### src/wdft_pkg.sv
// Purpose: Shared constants and types for the watchdog with fetch trap.
// Assumes: Core clock is also the high-frequency clock of the device.
// Notes: Register indices are word indices; byte address is four times the index.
package wdft_pkg;
  localparam int unsigned CLK_HZ = 20_000_000;
  localparam int unsigned FC_HZ = 20_000_000;

  // Avalon-MM slave geometry
  localparam int unsigned AV_ADDR_W = 10;
  localparam int unsigned AV_DATA_W = 32;

  // Register word indices
  localparam logic [7:0] IDX_CONTROL_ONE = 8'h34;
  localparam logic [7:0] IDX_CODE_PORT = 8'h35;
  localparam logic [7:0] IDX_STATUS = 8'h36;

  // Field positions in wd_control_one
  localparam int unsigned POS_OVF_ACTION = 0;
  localparam int unsigned POS_PERIOD = 1;
  localparam int unsigned POS_ENABLE = 3;
  localparam int unsigned POS_TRAP_ACTION = 4;
  localparam int unsigned POS_RAM_TRAP = 5;

  // Reset values
  localparam logic RST_OVF_ACTION = 1'b1;
  localparam logic [1:0] RST_PERIOD = 2'h0;
  localparam logic RST_ENABLE = 1'b1;
  localparam logic RST_TRAP_ACTION = 1'b1;
  localparam logic RST_RAM_TRAP = 1'b1;

  // Control codes
  localparam logic [7:0] CODE_CLEAR = 8'h4e;
  localparam logic [7:0] CODE_DISABLE = 8'hb1;
  localparam logic [7:0] CODE_TRAP_COMMIT = 8'hd2;

  // Divider: longest tap gives a quarter of the longest detection time
  localparam int unsigned DIV_W_DEFAULT = 23;

  // Internal reset length, in high-frequency clock periods
  localparam int unsigned RST_FC_PERIODS = 24;
  localparam int unsigned RST_CYCLES = (RST_FC_PERIODS * (CLK_HZ / 1000)) / (FC_HZ / 1000);

  // Default trap areas
  localparam logic [15:0] SFR_HI_DEFAULT = 16'h003f;
  localparam logic [15:0] RAM_LO_DEFAULT = 16'h0040;
  localparam logic [15:0] RAM_HI_DEFAULT = 16'h023f;

  typedef struct packed {
    logic ram_trap_select;
    logic trap_action_select;
    logic count_enable_bit;
    logic [1:0] detect_period_select;
    logic overflow_action_select;
  } wdft_ctrl_t;

  typedef struct packed {
    logic valid;
    logic [15:0] addr;
  } wdft_fetch_t;
endpackage

### src/wdft_divider.sv
// Purpose: Free-running prescaler with selectable tap for the watchdog.
// Assumes: Tap select changes only while the watchdog is disabled.
// Notes: Tick is one cycle wide; divider is not touched by the clear code.
`timescale 1ns/1ps
module wdft_divider #(
  parameter int unsigned DIV_W = 23
) (
  input wire logic i_core_clk,
  input wire logic i_sys_rst,
  input wire logic i_run,
  input wire logic i_hold,
  input wire logic [1:0] i_tap_sel,
  output logic o_tick
);
  import wdft_pkg::*;

  logic [DIV_W-1:0] cnt;
  logic [DIV_W-1:0] mask;

  // Each select step shortens the period by a factor of four
  assign mask = {DIV_W{1'b1}} >> {i_tap_sel, 1'b0};
  assign o_tick = i_run && !i_hold && ((cnt & mask) == mask);

  always_ff @(posedge i_core_clk or posedge i_sys_rst) begin
    if (i_sys_rst) begin
      cnt <= '0;
    end else if (!i_run) begin
      cnt <= '0;
    end else if (!i_hold) begin
      cnt <= cnt + 1'b1;
    end
  end
endmodule

### src/wdft_pulse_stretch.sv
// Purpose: Turns a request pulse into an internal reset of fixed length.
// Assumes: Requests during an active pulse are absorbed.
// Notes: Length never exceeds LEN cycles, so a retrigger cannot stretch it.
`timescale 1ns/1ps
module wdft_pulse_stretch #(
  parameter int unsigned LEN = 24
) (
  input wire logic i_core_clk,
  input wire logic i_sys_rst,
  input wire logic i_start,
  output logic o_pulse
);
  import wdft_pkg::*;

  localparam logic [7:0] LAST = 8'(LEN - 1);
  logic [7:0] cnt;

  always_ff @(posedge i_core_clk or posedge i_sys_rst) begin
    if (i_sys_rst) begin
      o_pulse <= 1'b0;
      cnt <= 8'h00;
    end else if (o_pulse) begin
      if (cnt == 8'h00) begin
        o_pulse <= 1'b0;
      end else begin
        cnt <= cnt - 8'h01;
      end
    end else if (i_start) begin
      o_pulse <= 1'b1;
      cnt <= LAST;
    end
  end
endmodule

### src/wdft_top.sv
// Purpose: Watchdog timer with instruction-fetch address trap, Avalon-MM slave.
// Assumes: Fetch bus and low-power hold are synchronous to i_core_clk.
// Notes: Irq outputs are pending levels, cleared by the CPU accept pulse.
// Operation
// - Counting runs only while enabled; enable is set at reset.
// - Binary counters stay cleared while the watchdog is disabled.
// - Overflow with overflow action zero raises the watchdog interrupt.
// - Watchdog interrupt is non-maskable, independent of interrupt master flag.
// - New watchdog interrupt is raised even while another is in service.
// - Overflow with action one resets internal hardware for at most 24 fc.
// - Code port accepts clear, disable and trap commit codes; others ignored.
// - RAM trap select takes effect only after the commit code.
// - Fetch from special register area always traps.
// - Trap action select chooses interrupt or reset for a trap.
// - With trap action zero, trapped fetch raises non-maskable trap interrupt.
// - New trap interrupt is raised even while another is in service.
// - With trap action one, trapped fetch resets hardware for at most 24 fc.
// - The same register pair holds watchdog and trap controls.
// - Disable code works only when the enable bit is already zero.
// - Overflow action, once zero, cannot return to one until reset.
// - Counting pauses in stop, idle and sleep modes and then resumes.
//
// The Avalon-MM interface to the registers was decided locally.
`timescale 1ns/1ps
module wdft_top #(
  parameter int unsigned P_DIV_W = wdft_pkg::DIV_W_DEFAULT,
  parameter logic [15:0] P_SFR_HI = wdft_pkg::SFR_HI_DEFAULT,
  parameter logic [15:0] P_RAM_LO = wdft_pkg::RAM_LO_DEFAULT,
  parameter logic [15:0] P_RAM_HI = wdft_pkg::RAM_HI_DEFAULT
) (
  input wire logic i_core_clk,
  input wire logic i_sys_rst,
  input wire logic [wdft_pkg::AV_ADDR_W-1:0] i_avs_address,
  input wire logic i_avs_read,
  input wire logic i_avs_write,
  input wire logic [wdft_pkg::AV_DATA_W-1:0] i_avs_writedata,
  input wire logic [3:0] i_avs_byteenable,
  output logic [wdft_pkg::AV_DATA_W-1:0] o_avs_readdata,
  output logic o_avs_waitrequest,
  input wire wdft_pkg::wdft_fetch_t i_fetch,
  input wire logic i_low_power_hold,
  input wire logic i_wd_irq_ack,
  input wire logic i_trap_irq_ack,
  output logic o_wd_overflow_irq,
  output logic o_fetch_trap_irq,
  output logic o_hw_reset
);
  import wdft_pkg::*;

  wdft_ctrl_t ctrl;
  logic ram_trap_active;
  logic run_q;
  logic [1:0] bin_cnt;
  logic tick;
  logic ovf;
  logic accept;
  logic ctrl_we;
  logic code_we;
  logic clear_cmd;
  logic disable_cmd;
  logic commit_cmd;
  logic in_sfr;
  logic in_ram;
  logic trap;
  logic rst_req;
  logic [7:0] word_idx;
  logic [AV_DATA_W-1:0] next_readdata;

  // Bus decode: one wait state, then the access completes
  assign word_idx = i_avs_address[AV_ADDR_W-1:2];
  assign accept = (i_avs_read || i_avs_write) && !o_avs_waitrequest;
  assign ctrl_we = accept && i_avs_write && (i_avs_address[1:0] == 2'h0)
    && (word_idx == IDX_CONTROL_ONE) && i_avs_byteenable[0];
  assign code_we = accept && i_avs_write && (i_avs_address[1:0] == 2'h0)
    && (word_idx == IDX_CODE_PORT) && i_avs_byteenable[0];
  // Any other code value falls through all three decodes
  assign clear_cmd = code_we && (i_avs_writedata[7:0] == CODE_CLEAR);
  assign disable_cmd = code_we && (i_avs_writedata[7:0] == CODE_DISABLE);
  assign commit_cmd = code_we && (i_avs_writedata[7:0] == CODE_TRAP_COMMIT);

  always_ff @(posedge i_core_clk or posedge i_sys_rst) begin
    if (i_sys_rst) begin
      o_avs_waitrequest <= 1'b1;
    end else if ((i_avs_read || i_avs_write) && o_avs_waitrequest) begin
      o_avs_waitrequest <= 1'b0;
    end else begin
      o_avs_waitrequest <= 1'b1;
    end
  end

  // Control registers are write-only; state is visible through status
  always_comb begin
    next_readdata = '0;
    if (i_avs_address[1:0] == 2'h0 && word_idx == IDX_STATUS) begin
      next_readdata[9:0] = {bin_cnt, ram_trap_active, ctrl.ram_trap_select,
        ctrl.trap_action_select, run_q, ctrl.count_enable_bit,
        ctrl.detect_period_select, ctrl.overflow_action_select};
    end
  end

  always_ff @(posedge i_core_clk or posedge i_sys_rst) begin
    if (i_sys_rst) begin
      o_avs_readdata <= '0;
    end else if (i_avs_read && o_avs_waitrequest) begin
      o_avs_readdata <= next_readdata;
    end
  end

  always_ff @(posedge i_core_clk or posedge i_sys_rst) begin
    if (i_sys_rst) begin
      ctrl.ram_trap_select <= RST_RAM_TRAP;
      ctrl.trap_action_select <= RST_TRAP_ACTION;
      ctrl.count_enable_bit <= RST_ENABLE;
      ctrl.detect_period_select <= RST_PERIOD;
      ctrl.overflow_action_select <= RST_OVF_ACTION;
    end else if (ctrl_we) begin
      ctrl.ram_trap_select <= i_avs_writedata[POS_RAM_TRAP];
      ctrl.trap_action_select <= i_avs_writedata[POS_TRAP_ACTION];
      ctrl.count_enable_bit <= i_avs_writedata[POS_ENABLE];
      ctrl.detect_period_select <= i_avs_writedata[POS_PERIOD +: 2];
      // Sticky once cleared to zero
      ctrl.overflow_action_select <= ctrl.overflow_action_select
        & i_avs_writedata[POS_OVF_ACTION];
    end
  end

  // Staged RAM trap select reaches the decoder only on commit
  always_ff @(posedge i_core_clk or posedge i_sys_rst) begin
    if (i_sys_rst) begin
      ram_trap_active <= RST_RAM_TRAP;
    end else if (commit_cmd) begin
      ram_trap_active <= ctrl.ram_trap_select;
    end
  end

  // Clearing the enable bit alone keeps the watchdog running
  always_ff @(posedge i_core_clk or posedge i_sys_rst) begin
    if (i_sys_rst) begin
      run_q <= 1'b1;
    end else if (ctrl_we && i_avs_writedata[POS_ENABLE]) begin
      run_q <= 1'b1;
    end else if (disable_cmd && !ctrl.count_enable_bit) begin
      run_q <= 1'b0;
    end
  end

  wdft_divider #(
    .DIV_W(P_DIV_W)
  ) u_divider (
    .i_core_clk(i_core_clk),
    .i_sys_rst(i_sys_rst),
    .i_run(run_q),
    .i_hold(i_low_power_hold),
    .i_tap_sel(ctrl.detect_period_select),
    .o_tick(tick)
  );

  assign ovf = tick && (bin_cnt == 2'h3);

  // Clear code wins over a tick in the same cycle for bin_cnt; ovf from that tick still fires
  always_ff @(posedge i_core_clk or posedge i_sys_rst) begin
    if (i_sys_rst) begin
      bin_cnt <= 2'h0;
    end else if (!run_q) begin
      bin_cnt <= 2'h0;
    end else if (clear_cmd) begin
      bin_cnt <= 2'h0;
    end else if (tick) begin
      bin_cnt <= bin_cnt + 2'h1;
    end
  end

  assign in_sfr = i_fetch.addr <= P_SFR_HI;
  assign in_ram = (i_fetch.addr >= P_RAM_LO) && (i_fetch.addr <= P_RAM_HI);
  assign trap = i_fetch.valid && (in_sfr || (in_ram && ram_trap_active));

  // Interrupt master flag never gates these; a new event re-raises even in service
  always_ff @(posedge i_core_clk or posedge i_sys_rst) begin
    if (i_sys_rst) begin
      o_wd_overflow_irq <= 1'b0;
    end else if (ovf && !ctrl.overflow_action_select) begin
      o_wd_overflow_irq <= 1'b1;
    end else if (i_wd_irq_ack) begin
      o_wd_overflow_irq <= 1'b0;
    end
  end

  always_ff @(posedge i_core_clk or posedge i_sys_rst) begin
    if (i_sys_rst) begin
      o_fetch_trap_irq <= 1'b0;
    end else if (trap && !ctrl.trap_action_select) begin
      o_fetch_trap_irq <= 1'b1;
    end else if (i_trap_irq_ack) begin
      o_fetch_trap_irq <= 1'b0;
    end
  end

  // Length counted in core cycles, which are the high-frequency clock
  assign rst_req = (ovf && ctrl.overflow_action_select)
    || (trap && ctrl.trap_action_select);

  wdft_pulse_stretch #(
    .LEN(RST_CYCLES)
  ) u_reset_pulse (
    .i_core_clk(i_core_clk),
    .i_sys_rst(i_sys_rst),
    .i_start(rst_req),
    .o_pulse(o_hw_reset)
  );

  logic [7:0] rst_len;
  always_ff @(posedge i_core_clk or posedge i_sys_rst) begin
    if (i_sys_rst) begin
      rst_len <= 8'h00;
    end else if (o_hw_reset) begin
      rst_len <= rst_len + 8'h01;
    end else begin
      rst_len <= 8'h00;
    end
  end

  a_disabled_clear: assert property (@(posedge i_core_clk) disable iff (i_sys_rst)
    !run_q |=> bin_cnt == 2'h0)
    else $error("binary counter not cleared while disabled");

  a_ovf_to_irq: assert property (@(posedge i_core_clk) disable iff (i_sys_rst)
    ovf && !ctrl.overflow_action_select |=> o_wd_overflow_irq)
    else $error("overflow did not raise watchdog interrupt");

  a_ovf_to_reset: assert property (@(posedge i_core_clk) disable iff (i_sys_rst)
    ovf && ctrl.overflow_action_select && !o_hw_reset |=> o_hw_reset)
    else $error("overflow did not start internal reset");

  a_reset_length: assert property (@(posedge i_core_clk) disable iff (i_sys_rst)
    rst_len <= 8'(RST_CYCLES))
    else $error("internal reset too long");

  a_ovf_sel_sticky: assert property (@(posedge i_core_clk) disable iff (i_sys_rst)
    !ctrl.overflow_action_select |=> !ctrl.overflow_action_select)
    else $error("overflow action returned to reset");

  a_disable_guard: assert property (@(posedge i_core_clk) disable iff (i_sys_rst)
    run_q && disable_cmd && ctrl.count_enable_bit |=> run_q)
    else $error("disable code acted with enable bit set");

  a_ram_commit: assert property (@(posedge i_core_clk) disable iff (i_sys_rst)
    ram_trap_active != $past(ram_trap_active) |-> $past(commit_cmd))
    else $error("ram trap select changed without commit");

  a_sfr_trap_irq: assert property (@(posedge i_core_clk) disable iff (i_sys_rst)
    i_fetch.valid && in_sfr && !ctrl.trap_action_select |=> o_fetch_trap_irq)
    else $error("fetch from register area not trapped");

  a_trap_reset: assert property (@(posedge i_core_clk) disable iff (i_sys_rst)
    trap && ctrl.trap_action_select && !o_hw_reset |=> o_hw_reset[*2])
    else $error("trap did not start internal reset");

  a_clear_code: assert property (@(posedge i_core_clk) disable iff (i_sys_rst)
    clear_cmd |=> bin_cnt == 2'h0)
    else $error("clear code did not clear counter");

  a_low_power_pause: assert property (@(posedge i_core_clk) disable iff (i_sys_rst)
    i_low_power_hold && run_q && !clear_cmd |=> $stable(bin_cnt))
    else $error("counter moved in low power mode");

  a_irq_pending: assert property (@(posedge i_core_clk) disable iff (i_sys_rst)
    o_wd_overflow_irq && !i_wd_irq_ack |=> o_wd_overflow_irq)
    else $error("watchdog interrupt lost before accept");
endmodule

### config.mk
export PLATFORM = sky130hd
export DESIGN_NAME = wdft_top
export DESIGN_NICKNAME = d
export VERILOG_FILES = /design/src/wdft_pkg.sv /design/src/wdft_divider.sv /design/src/wdft_pulse_stretch.sv /design/src/wdft_top.sv
export SDC_FILE = /design/constraint.sdc
export NUM_CORES = 1
export LEC_CHECK = 0
export BUFFER_PORTS_ARGS = -buffer_cell sky130_fd_sc_hd__buf_4
export CAP_MARGIN = 40
export CORE_MARGIN = 2
export CORE_UTILIZATION = 50
export DETAILED_ROUTE_END_ITERATION = 16
export GPL_TIMING_DRIVEN = 0
export PLACE_DENSITY = 0.8
export SLEW_MARGIN = 20
export SYNTH_ARGS = -nofsm -noshare
export SYNTH_HDL_FRONTEND = slang
export SYNTH_SLANG_ARGS = --single-unit
### constraint.sdc
create_clock -name i_core_clk -period 4.5 [get_ports i_core_clk]
set_input_delay 0.675 -clock i_core_clk [delete_from_list [all_inputs] [get_ports i_core_clk]]
set_output_delay 0.675 -clock i_core_clk [all_outputs]
set_load 0.1 [all_outputs]
## After elaboration in Yosys (flattened, before gate mapping)

Index checks and enable logic that the tools add are counted.

| storage, ports and cells | value |
|---|---|
| flip-flop bits (word level) | 55 |
| input bits | 70 |
| output and inout bits | 36 |
| logic and storage cells | 94 |

| cells by class | value |
|---|---|
| add/subtract/negate cells | 3 |
| magnitude comparators | 3 |
| equality and inequality tests | 11 |
| shifts and indexed selects | 1 |
| multiplexer cells | 19 |
| bitwise gates (word level) | 2 |
| reductions and logical operators | 40 |

Operators with widths:

| operator | count |
|---|---|
| $mux 23 | 2 |
| $logic_and 1x1->1 | 25 |
| $eq 8x6->1 const B | 3 |
| $mux 8 | 3 |
| $add 23x1->23 const B | 1 |
| $and 23x23->23 | 1 |
| $eq 23x23->1 | 1 |
| $shr 23x3->23 const A | 1 |
| $eq 8x8->1 const B | 2 |
| $ge 16x7->1 const B | 1 |
| $le 16x10->1 const B | 1 |
| $le 16x6->1 const B | 1 |
| $mux 1 | 10 |
| $mux 10 | 1 |
| $eq 8x7->1 const B | 1 |
| $logic_not 8->1 | 1 |
| $reduce_bool 2->1 | 4 |
| $sub 8x1->8 const B | 1 |
| $mux 2 | 3 |
| $logic_not 1->1 | 5 |
| $ne 2x2->1 const B | 2 |
| $logic_or 1x1->1 | 3 |
| $ne 3x1->1 const B | 1 |
| $add 2x1->2 const B | 1 |
| 4 further kinds | 4 |

## Longest topological paths before layout

Gate-level depths: netlist (run 1).

| depth | value |
|---|---|
| depth in word-level cells | 10 |
| mapped depth | 6 |
| depth with buffers taken out | 6 |

## Modules after synthesis

A second synthesis (run 1) with hierarchy kept.

| second synthesis, totals | value |
|---|---|
| cells, all modules | 278 |
| area total of the unflattened synthesis | 2891.5 um^2 |

Modules (own cells, without submodules):

| module | times used | cells an instance | area an instance (um^2) | seq. area each (um^2) |
|---|---|---|---|---|
| wdft_top | 1 | 106 | 1196.1 | 584.3 |
| wdft_divider | 1 | 124 | 1187.4 | 575.6 |
| wdft_pulse_stretch | 1 | 48 | 508.0 | 225.2 |

## Worst setup path after synthesis (run 1)

No wires, ideal clock.

| path | value |
|---|---|
| kind | input to register |
| start point | in i_avs_address[1] (netlist bit) |
| end point | reg ram_trap_active |
| library setup time | 0.085 ns |
| arrival time | 2.397 ns |
| data required time | 4.415 ns |
| path slack | 2.019 ns |
| stages on the path | 5 |
| buffers on the path | 1 |
| path through | or4b_1 > or4b_1 > clkbuf_1 > nor3_1 > mux2_1 |

| between the ends | value |
|---|---|
| cells in the longest elaborated chain, start to end | 5 |

Ends and longest elaborated chain:

| element | line | text |
|---|---|---|
| from (decl) | wdft_top.sv:33 | `input wire logic [wdft_pkg::AV_ADDR_W-1:0] i_avs_address,` |
| $logic_not 2->1 | wdft_top.sv:74 | `assign code_we = accept && i_avs_write && (i_avs_address[1:0] == 2'h0)` |
| $logic_and 1x1->1 | wdft_top.sv:74 |  |
| $logic_and 1x1->1 (2 in a row) | wdft_top.sv:75 | `&& (word_idx == IDX_CODE_PORT) && i_avs_byteenable[0];` |
| $logic_and 1x1->1 | wdft_top.sv:79 | `assign commit_cmd = code_we && (i_avs_writedata[7:0] == CODE_TRAP_COMMIT);` |
| to (signal assigned) | wdft_top.sv:132 | `ram_trap_active <= ctrl.ram_trap_select;` |
| to (decl) | wdft_top.sv:51 | `logic ram_trap_active;` |

No other way between the ends.
A chain may end at the register's enable or synchronous reset.

## Worst setup path after layout (run 1)

| path | value |
|---|---|
| start point | reg u_divider.cnt[0] |
| end point | reg bin_cnt[0] |

| between the ends | value |
|---|---|
| cells in the longest elaborated chain, start to end | 4 |

Ends and longest elaborated chain:

| element | line | text |
|---|---|---|
| from (decl) | wdft_divider.sv:17 | `logic [DIV_W-1:0] cnt;` |
| from (signal assigned) | wdft_divider.sv:30 | `cnt <= cnt + 1'b1;` |
| $and 23x23->23 | wdft_divider.sv:22 | `assign o_tick = i_run && !i_hold && ((cnt & mask) == mask);` |
| $eq 23x23->1 | wdft_divider.sv:22 |  |
| $logic_and 1x1->1 | wdft_divider.sv:22 |  |
| $ne 3x1->1 (no line) | - |  |
| to (signal assigned) | wdft_top.sv:169 | `bin_cnt <= bin_cnt + 2'h1;` |
| to (decl) | wdft_top.sv:53 | `logic [1:0] bin_cnt;` |

No other way between the ends.

==> reports/metrics.yaml, run 1 <==
clock_network:
  cts_sinks: 55
  hold_buffers: 0
  post_cts_buffers: 0
  post_cts_resized: 0
  cts_tree: "yes"
  clkLatencyLatePin_ns: 0.30
  cts.path.max_buffers: 2
  cts.reportedPaths.clkPinSlew_ns: 0.10
  htree_num_levels: 2
  cts_made_buffers: 5
  cts_root_buf: "clkbuf_8"
layout:
  drive_above_1_share_pct: 28.8
  final_common_cell: "buf_4"
  postLayoutCoreUtil_pct: 62.7
  fillers: 488
  n_antenna_cell: 0
  area_growth_syn_to_layout_pct: 22.9
  nNetsFinal: 444
  layout_common_cells: "buf_4, dfrtp_1, conb_1"
routing:
  drc: 0
  dr.pass1.iters: 4
  wl_per_cell_um: 13.8
  drt-total-wl_um: 6180
  vias: 2387
  via_per_inst: 5.34
  ant_nets: 0
  first_iter_violations: 145
worst_setup_path:
  path_class: "flop to flop"
  critPathMaxFanout: 4
  cp_data_required_time_ns: 4.73
  end_kind: "flop"
  setup.worst_path.start_class: "flop"
  arrival_ns: 2.72
placed_design:
  gp_congestion: 0.743
  portBuffers: 50
  dp_slack_ns: 1.72
  hpwl_um: 4690
timing:
  rsz0062_at_grt: "false"
  setup-tns-final_ns: 0
  period_minus_slack_ns: 2.50
  max_freq_ghz: 0.401
  worst_clock_skew_ns: 0.00412
  setup_viol: 0
  max_slew.worst_pin.slew_ns: 0.900
  hold_viol: 0
  period_share_pct: 55.5
  slew_headroom_pct: 39.4
  drv_slew: 0
  setup_ws_ns: 2.00
pwr:
  p_per_area_mw_per_mm2: 310
  p_leak_nw: 1.69
  max-vdd-ir-drop_mv: 0.335
logic_synthesis:
  synthTopCellsByArea: "dfrtp_1, dfstp_2, buf_4"
  ys.flop_type: "dfrtp_1"
  ys_seq_area_share_pct: 46.6
  ys.warnings.count: 0
  netlist.area_leader.share_pct: 40.5
  synth.distinct_cells: 53
  syn_area_mm2: 0.00297
  yosys.area.top_type: "dfrtp_1"
  synthCells: 292
  synth_edf_count: 0
  async_reset_ff_share_pct: 100
  avgSynthCellArea_um2: 10.2
  synth.ff_latch_count: 55
run:
  max_cap_violations: 0
die:
  rows: 28
  pin_count: 106
  initial_core_util_pct: 51.1
  die_w_um: 81.1
  die-area_mm2: 0.00657
  die_y_um: 81.1
  core_area_mm2: 0.00582
min_path:
  hold_class: "primary input to async pin"
grt:
  grt-ovfl-total: 0
  grt_max_degree: 56
  grt_pass1_vias: 2269
  antenna_found_initial: 0
  track_usage_pct: 19.8
  grt_pass1_wl_um: 10300
status:
  outcome: "completed"
-- report_power, final --
group          leakage (nW)  internal (mW)  switching (mW)  total (mW)
Clock                0.0618          0.183           0.163       0.346
Combinational         0.936         0.0712           0.148       0.220
Sequential            0.697          0.527          0.0399       0.567
-- registers in the layout, summed over array words and instances (netlist names) --
register               count
o_avs_waitrequest          1
u_reset_pulse.o_pulse      1
bin_cnt                    2
u_reset_pulse.cnt          8
ram_trap_active            1
ctrl                       6
o_wd_overflow_irq          1
u_divider.cnt             23
o_fetch_trap_irq           1
run_q                      1
o_avs_readdata            10
-- per-layer routing --
| metal | track usage, % | vias up | part of all wire (%) |
|---|---|---|---|
| li1 | - | 1180 | - |
| met1 | 25.1 | 1167 | 44 |
| met2 | 35.7 | 37 | 53 |
| met3 | 3.56 | 3 | 3.3 |
| met4 | 3.56 | 0 | 0.28 |
| met5 | 0 | - | 0 |
-- critical path, cell delays in order, from the launching register on --
cell	delay [ns]
dfrtp_1	0.40
ha_1	0.20
nand3b_1	0.17
or4_4	0.59
nor4_1	0.79
mux2i_1	0.28
-- cells in the mapped netlist, drive strengths merged (8+ instances only) --
library cell  count
nor2             21
nand2            11
buf              26
a22o             10
o21ai            11
nand3            12
xnor2             8
dfrtp            48
nor3             10
inv              17
a21oi            15
-- cell type report --
class / count / area (µm²) / share of cell area, %
tap: 75 / 93.8 / 2.57
timing repair buffer: 51 / 383 / 10.5
clock inverter: 2 / 38.8 / 1.06
multi-input combinational: 211 / 1380 / 37.9
buffer: 30 / 215 / 5.90
clock buffer: 6 / 82.6 / 2.26
inverter: 17 / 66.3 / 1.82
sequential: 55 / 1390 / 38.0
-- stage by stage --
stage	cells	power [mW]	hold slack (ns)	instance area, µm²
4_1_cts	447	1.14	0.498	3650
2_1_floorplan	313	0.742	0.450	3050
3_3_place_gp	438	0.786	0.479	3520
3_5_place_dp	439	0.796	0.485	3530
5_1_grt	447	1.17	0.521	3650
6_report	447	1.13	0.464	3650
-- path summary, 6_finish.rpt --
check | startpoint | endpoint | slack [ns] | cells after the start
setup / recovery | u_divider.cnt[0] | bin_cnt[0] | 2.00 | 5
hold / removal | i_sys_rst | o_avs_readdata[7] | 0.46 | 2
setup reg to reg | u_divider.cnt[0] | bin_cnt[0] | 2.00 | 5
hold reg to reg | o_avs_waitrequest | o_avs_waitrequest | 0.50 | 1
max in group asynchronous | i_sys_rst | u_divider.cnt[3] | 3.59 | 2
min in group i_core_clk | o_avs_waitrequest | o_avs_waitrequest | 0.50 | 1
-- cells by family (layout without fill, tap and decap cells) --
logic type                 after synthesis  count (layout)  share of synthesized area, %
muxes                                   12              12                          4.26
buffers and inverters                   47             106                          9.40
DFF                                     55              55                          46.6
adders and majority gates                3               3                          1.26
and+or+nand+nor                        100             100                          20.8
other                                    1              22                         0.126
xor gates and xnor gates                12              12                          3.54
AOI/OAI and AO/OA                       62              62                          13.9
Power figures use the tool's default switching activity.
==> inputs of run 2 (changes only) <==
- CORE_UTILIZATION: 50 -> 45
- PLACE_DENSITY: 0.8 -> 0.76
- clock period: 4.5 -> 2.2 ns (I/O delays scaled with it)
==> reports/metrics.yaml, run 2 (same netlist as run 1, synthesis figures left out) <==
layout:
  fillers: 578
  postLayoutCoreUtil_pct: 57.4
  reg_top3: "u_divider.cnt (23), o_avs_readdata (10), u_reset_pulse.cnt (8)"
  drive_above_1_share_pct: 30.2
  layout_common_cells: "buf_4, dfrtp_1, conb_1"
  largest_register: "u_divider.cnt"
  final_common_cell: "buf_4"
  fin_area_mm2: 0.00365
  area_growth_syn_to_layout_pct: 22.8
  largest_register_ffs: 23
  n_antenna_cell: 0
  nNetsFinal: 446
status:
  outcome: "completed"
placed_design:
  hpwl_um: 4450
  gp_congestion: 0.815
  portBuffers: 50
  dpl_cell_area_mm2: 0.00353
clock_network:
  cts_tree: "yes"
  clkLatencyLatePin_ns: 0.30
  cts.reportedPaths.clkPinSlew_ns: 0.09
  hold_buffers: 0
  htree_num_levels: 2
  cts_sinks: 55
  cts_root_buf: "clkbuf_8"
  cts.path.max_buffers: 2
  cts_made_buffers: 5
timing:
  max_freq_ghz: 0.487
  setup_viol: 0
  period_share_pct: 93.4
  drv_slew: 0
  slew_headroom_pct: 49.6
  worst_clock_skew_ns: 0.00468
  rsz0062_at_grt: "false"
  holdWs_ns: 0.115
  period_minus_slack_ns: 2.05
  hold_viol: 0
  max_slew.worst_pin.slew_ns: 0.755
pwr:
  switching_power_mw: 0.696
  max-vdd-ir-drop_mv: 0.567
  swShare_pct: 32.3
  power_frac_comb_pct: 21.1
  p_per_area_mw_per_mm2: 590
  p_leak_nw: 1.68
  clockPowerShare_pct: 24.9
  power.share.sequential_pct: 54.0
  p_int_mw: 1.46
worst_setup_path:
  r2r_slack_ns: 0.15
  setup.worst_path.start_class: "flop"
  path_class: "flop to flop"
  end_kind: "flop"
  critPathMaxFanout: 6
  cp_data_required_time_ns: 2.43
  arrival_ns: 2.28
grt:
  grt_pass1_vias: 2256
  grt.met2_usage_pct: 29.4
  grt_max_degree: 56
  track_usage_pct: 16.9
  busiest_layer: "met2"
  grt-ovfl-total: 0
  antenna_found_initial: 0
  use_met1_pct: 21.6
  met3_usage_pct: 3.79
  grt_pass1_wl_um: 10100
routing:
  via_per_inst: 5.25
  wl_per_cell_um: 13.0
  vias: 2367
  dr.pass1.iters: 4
  drc: 0
  first_iter_violations: 120
  drt-total-wl_um: 5860
  ant_nets: 0
run:
  max_cap_violations: 0
die:
  die_w_um: 85.2
  core_area_mm2: 0.00635
  die_y_um: 85.2
  die-area_mm2: 0.00726
  rows: 29
  pin_count: 106
  initial_core_util_pct: 46.8
min_path:
  hold_class: "primary input to async pin"
run 2: per-layer routing:
layer | part of all wire [%] | up-vias
li1 | - | 1185
met1 | 44 | 1142
met2 | 51 | 36
met3 | 4.3 | 4
met4 | 0.73 | 0
met5 | 0 | -
run 2: final timing paths:
check                                        from                   end  cells after the start
worst max-delay path            o_avs_waitrequest       ram_trap_active                      5
worst min-delay path                    i_sys_rst  u_reset_pulse.cnt[4]                      2
worst max register to register  o_avs_waitrequest       ram_trap_active                      5
worst min register to register            ctrl[0]               ctrl[0]                      2
max in group asynchronous               i_sys_rst      u_divider.cnt[3]                      2
min in group i_core_clk               i_avs_write     o_avs_waitrequest                      2
run 2: area by class of cell:
type	instances	area [µm²]	share of cell area [%]
timing repair buffer	53	398	10.9
multi-input combinational	211	1400	38.4
clock inverter	2	12.5	0.343
clock buffer	6	72.6	1.99
inverter	17	66.3	1.82
tap	77	96.3	2.64
sequential	55	1390	38.0
buffer	30	215	5.90
run 2: critical path: stages, from the launching register on:
cell and delay [ns]:
dfstp_2 0.40, nor4bb_1 0.36, or4b_1 0.46, clkbuf_1 0.18, nor3_2 0.24, mux2_1 0.35
run 2: power by group through the flow:
stage               Clock, mW  Sequential (mW)  Combinational (mW)
floorplan                   0             1.18               0.338
global placement            0             1.17               0.436
detailed placement          0             1.18               0.446
CTS                     0.552             1.16               0.447
global route            0.592             1.17               0.496
finish                  0.535             1.16               0.455
run 2: repair_timing:
action / in CTS / in global routing
resized for setup: 1 / 4
buffers inserted: 0 / 2
endpoints found under the setup margin: 3 / 8
pin swaps: 1 / 2
run 2: through the flow:
stage / total power, mW / setup slack [ns] / TNS, ns / instances
4_1_cts: 2.16 / 0.0764 / 0 / 449
6_report: 2.15 / 0.146 / 0 / 451
3_5_place_dp: 1.63 / -0.209 / -0.353 / 441
5_1_grt: 2.26 / 0.0161 / 0 / 451
2_1_floorplan: 1.52 / 0.0637 / 0 / 313
3_3_place_gp: 1.61 / -0.156 / -7.40 / 440
==> inputs of run 3 (changes only) <==
- ABC_CLOCK_PERIOD_IN_PS: not set -> 2200
- CORE_ASPECT_RATIO: not set -> 1.75
==> reports/metrics.yaml, run 3 (same netlist as run 1, synthesis figures left out) <==
clock_network:
  cts.path.max_buffers: 2
  cts_tree: "yes"
  cts.reportedPaths.clkPinSlew_ns: 0.07
  cts_sinks: 55
  cts_made_buffers: 5
  cts_root_buf: "clkbuf_16"
  clkLatencyLatePin_ns: 0.30
  htree_num_levels: 2
worst_setup_path:
  crit_chain: "nand4_4, or4_4, buf_6, or4_1, a21oi_1"
  slowest_stage: "or4_4"
  max_stage_delay_ns: 0.58
  critPathMaxFanout: 10
  path_class: "flop to flop"
  r2r_slack_ns: 0.13
  arrival_ns: 2.30
  cp_data_required_time_ns: 2.43
  end_kind: "flop"
  setup.worst_path.start_class: "flop"
layout:
  largest_register_ffs: 23
  stdcell_count: 457
  final_common_cell: "buf_4"
  nNetsFinal: 447
  drive_above_1_share_pct: 30.1
  largest_register: "u_divider.cnt"
  n_antenna_cell: 0
  reg_top3: "u_divider.cnt (23), o_avs_readdata (10), u_reset_pulse.cnt (8)"
  area_growth_syn_to_layout_pct: 25.5
  fin_area_mm2: 0.00372
  postLayoutCoreUtil_pct: 57.8
  layout_common_cells: "buf_4, dfrtp_1, conb_1"
grt:
  grt_max_degree: 56
  grt_pass1_wl_um: 10500
  antenna_found_initial: 0
  grt_pass1_vias: 2433
  grt-ovfl-total: 0
  track_usage_pct: 18.2
timing:
  period_minus_slack_ns: 2.07
  setup_viol: 0
  period_share_pct: 94.1
  slew_headroom_pct: 44.4
  max_freq_ghz: 0.483
  setup-tns-final_ns: 0
  setup_ws_ns: 0.129
  rsz0062_at_grt: "false"
  worst_clock_skew_ns: 0.00878
  max_slew.worst_pin.slew_ns: 0.834
  hold_viol: 0
  holdWs_ns: 0.122
  drv_slew: 0
pwr:
  p_per_area_mw_per_mm2: 655
  max-vdd-ir-drop_mv: 0.569
  power.share.sequential_pct: 47.6
  clockPowerShare_pct: 33.6
  p_total_mw: 2.44
  p_leak_nw: 1.72
  swShare_pct: 31.3
  power_frac_comb_pct: 18.8
  p_int_mw: 1.68
  switching_power_mw: 0.764
die:
  core_area_mm2: 0.00644
  initial_core_util_pct: 46.1
  rows: 39
  pin_count: 106
  die_y_um: 111
  die_w_um: 65.4
  die-area_mm2: 0.00729
placed_design:
  gp_congestion: 0.771
  dp_slack_ns: -0.136
  dp.cells: 445
  dpl_cell_area_mm2: 0.00353
  hpwl_um: 4750
  portBuffers: 50
status:
  outcome: "completed"
routing:
  first_iter_violations: 57
  dr.pass1.iters: 4
  wl_per_cell_um: 13.5
  ant_nets: 0
  drc: 0
  vias: 2404
  drt-total-wl_um: 6150
  via_per_inst: 5.26
run:
  max_cap_violations: 0
min_path:
  hold_class: "primary input to async pin"
==> run 3: area by class of cell <==
class                   count  area, µm²
plain buffers              30        215
clock buffers               5        125
clock inverters             3       33.8
fillers                   611       2720
inverters                  17       66.3
multi-input cells         211       1390
flip-flops and latches     55       1390
well taps                  82        103
repair buffers             54        403
==> run 3: path summary, 6_finish.rpt <==
| path | from | to | cells past startpoint |
|---|---|---|---|
| max in group asynchronous | i_sys_rst | u_divider.cnt[3] | 2 |
| min in group i_core_clk | i_avs_read | o_avs_waitrequest | 2 |
| setup reg to reg | u_divider.cnt[4] | u_divider.cnt[20] | 5 |
| hold / removal | i_sys_rst | u_reset_pulse.cnt[6] | 2 |
| hold reg to reg | ctrl[0] | ctrl[0] | 2 |
| setup / recovery | u_divider.cnt[4] | u_divider.cnt[20] | 5 |
==> run 3: metal layers <==
metal  global-route usage (%)  up-vias  part of all wire (%)
li1                         -     1194                     -
met2                     34.9       59                    57
met5                        0        -                     0
met1                     18.3     1137                    36
met3                     3.74       14                   4.5
met4                     7.36        0                   2.5
==> run 3: power by group through the flow <==
stage / sequential (mW) / clock, mW / combinational, mW
after global routing: 1.17 / 0.885 / 0.503
after CTS: 1.16 / 0.838 / 0.452
after global placement: 1.17 / 0 / 0.437
after detailed placement: 1.18 / 0 / 0.445
after floorplan: 1.18 / 0 / 0.338
final: 1.16 / 0.820 / 0.459
==> run 3: what timing repair did <==
action,in CTS,in global routing
gates resized for setup,1,2
buffers inserted,1,2
hold buffers,0,0
endpoints found under the hold margin,0,0
setup endpoints to repair,6,12
pin swaps,0,2
==> run 3: critical path: cells and delay by family, from the launching register on <==
kind / cells / cell delay, ns
and+or+nand+nor: 3 / 1.25
DFF: 1 / 0.44
buffers and inverters: 1 / 0.16
AOI/OAI and AO/OA: 1 / 0.14
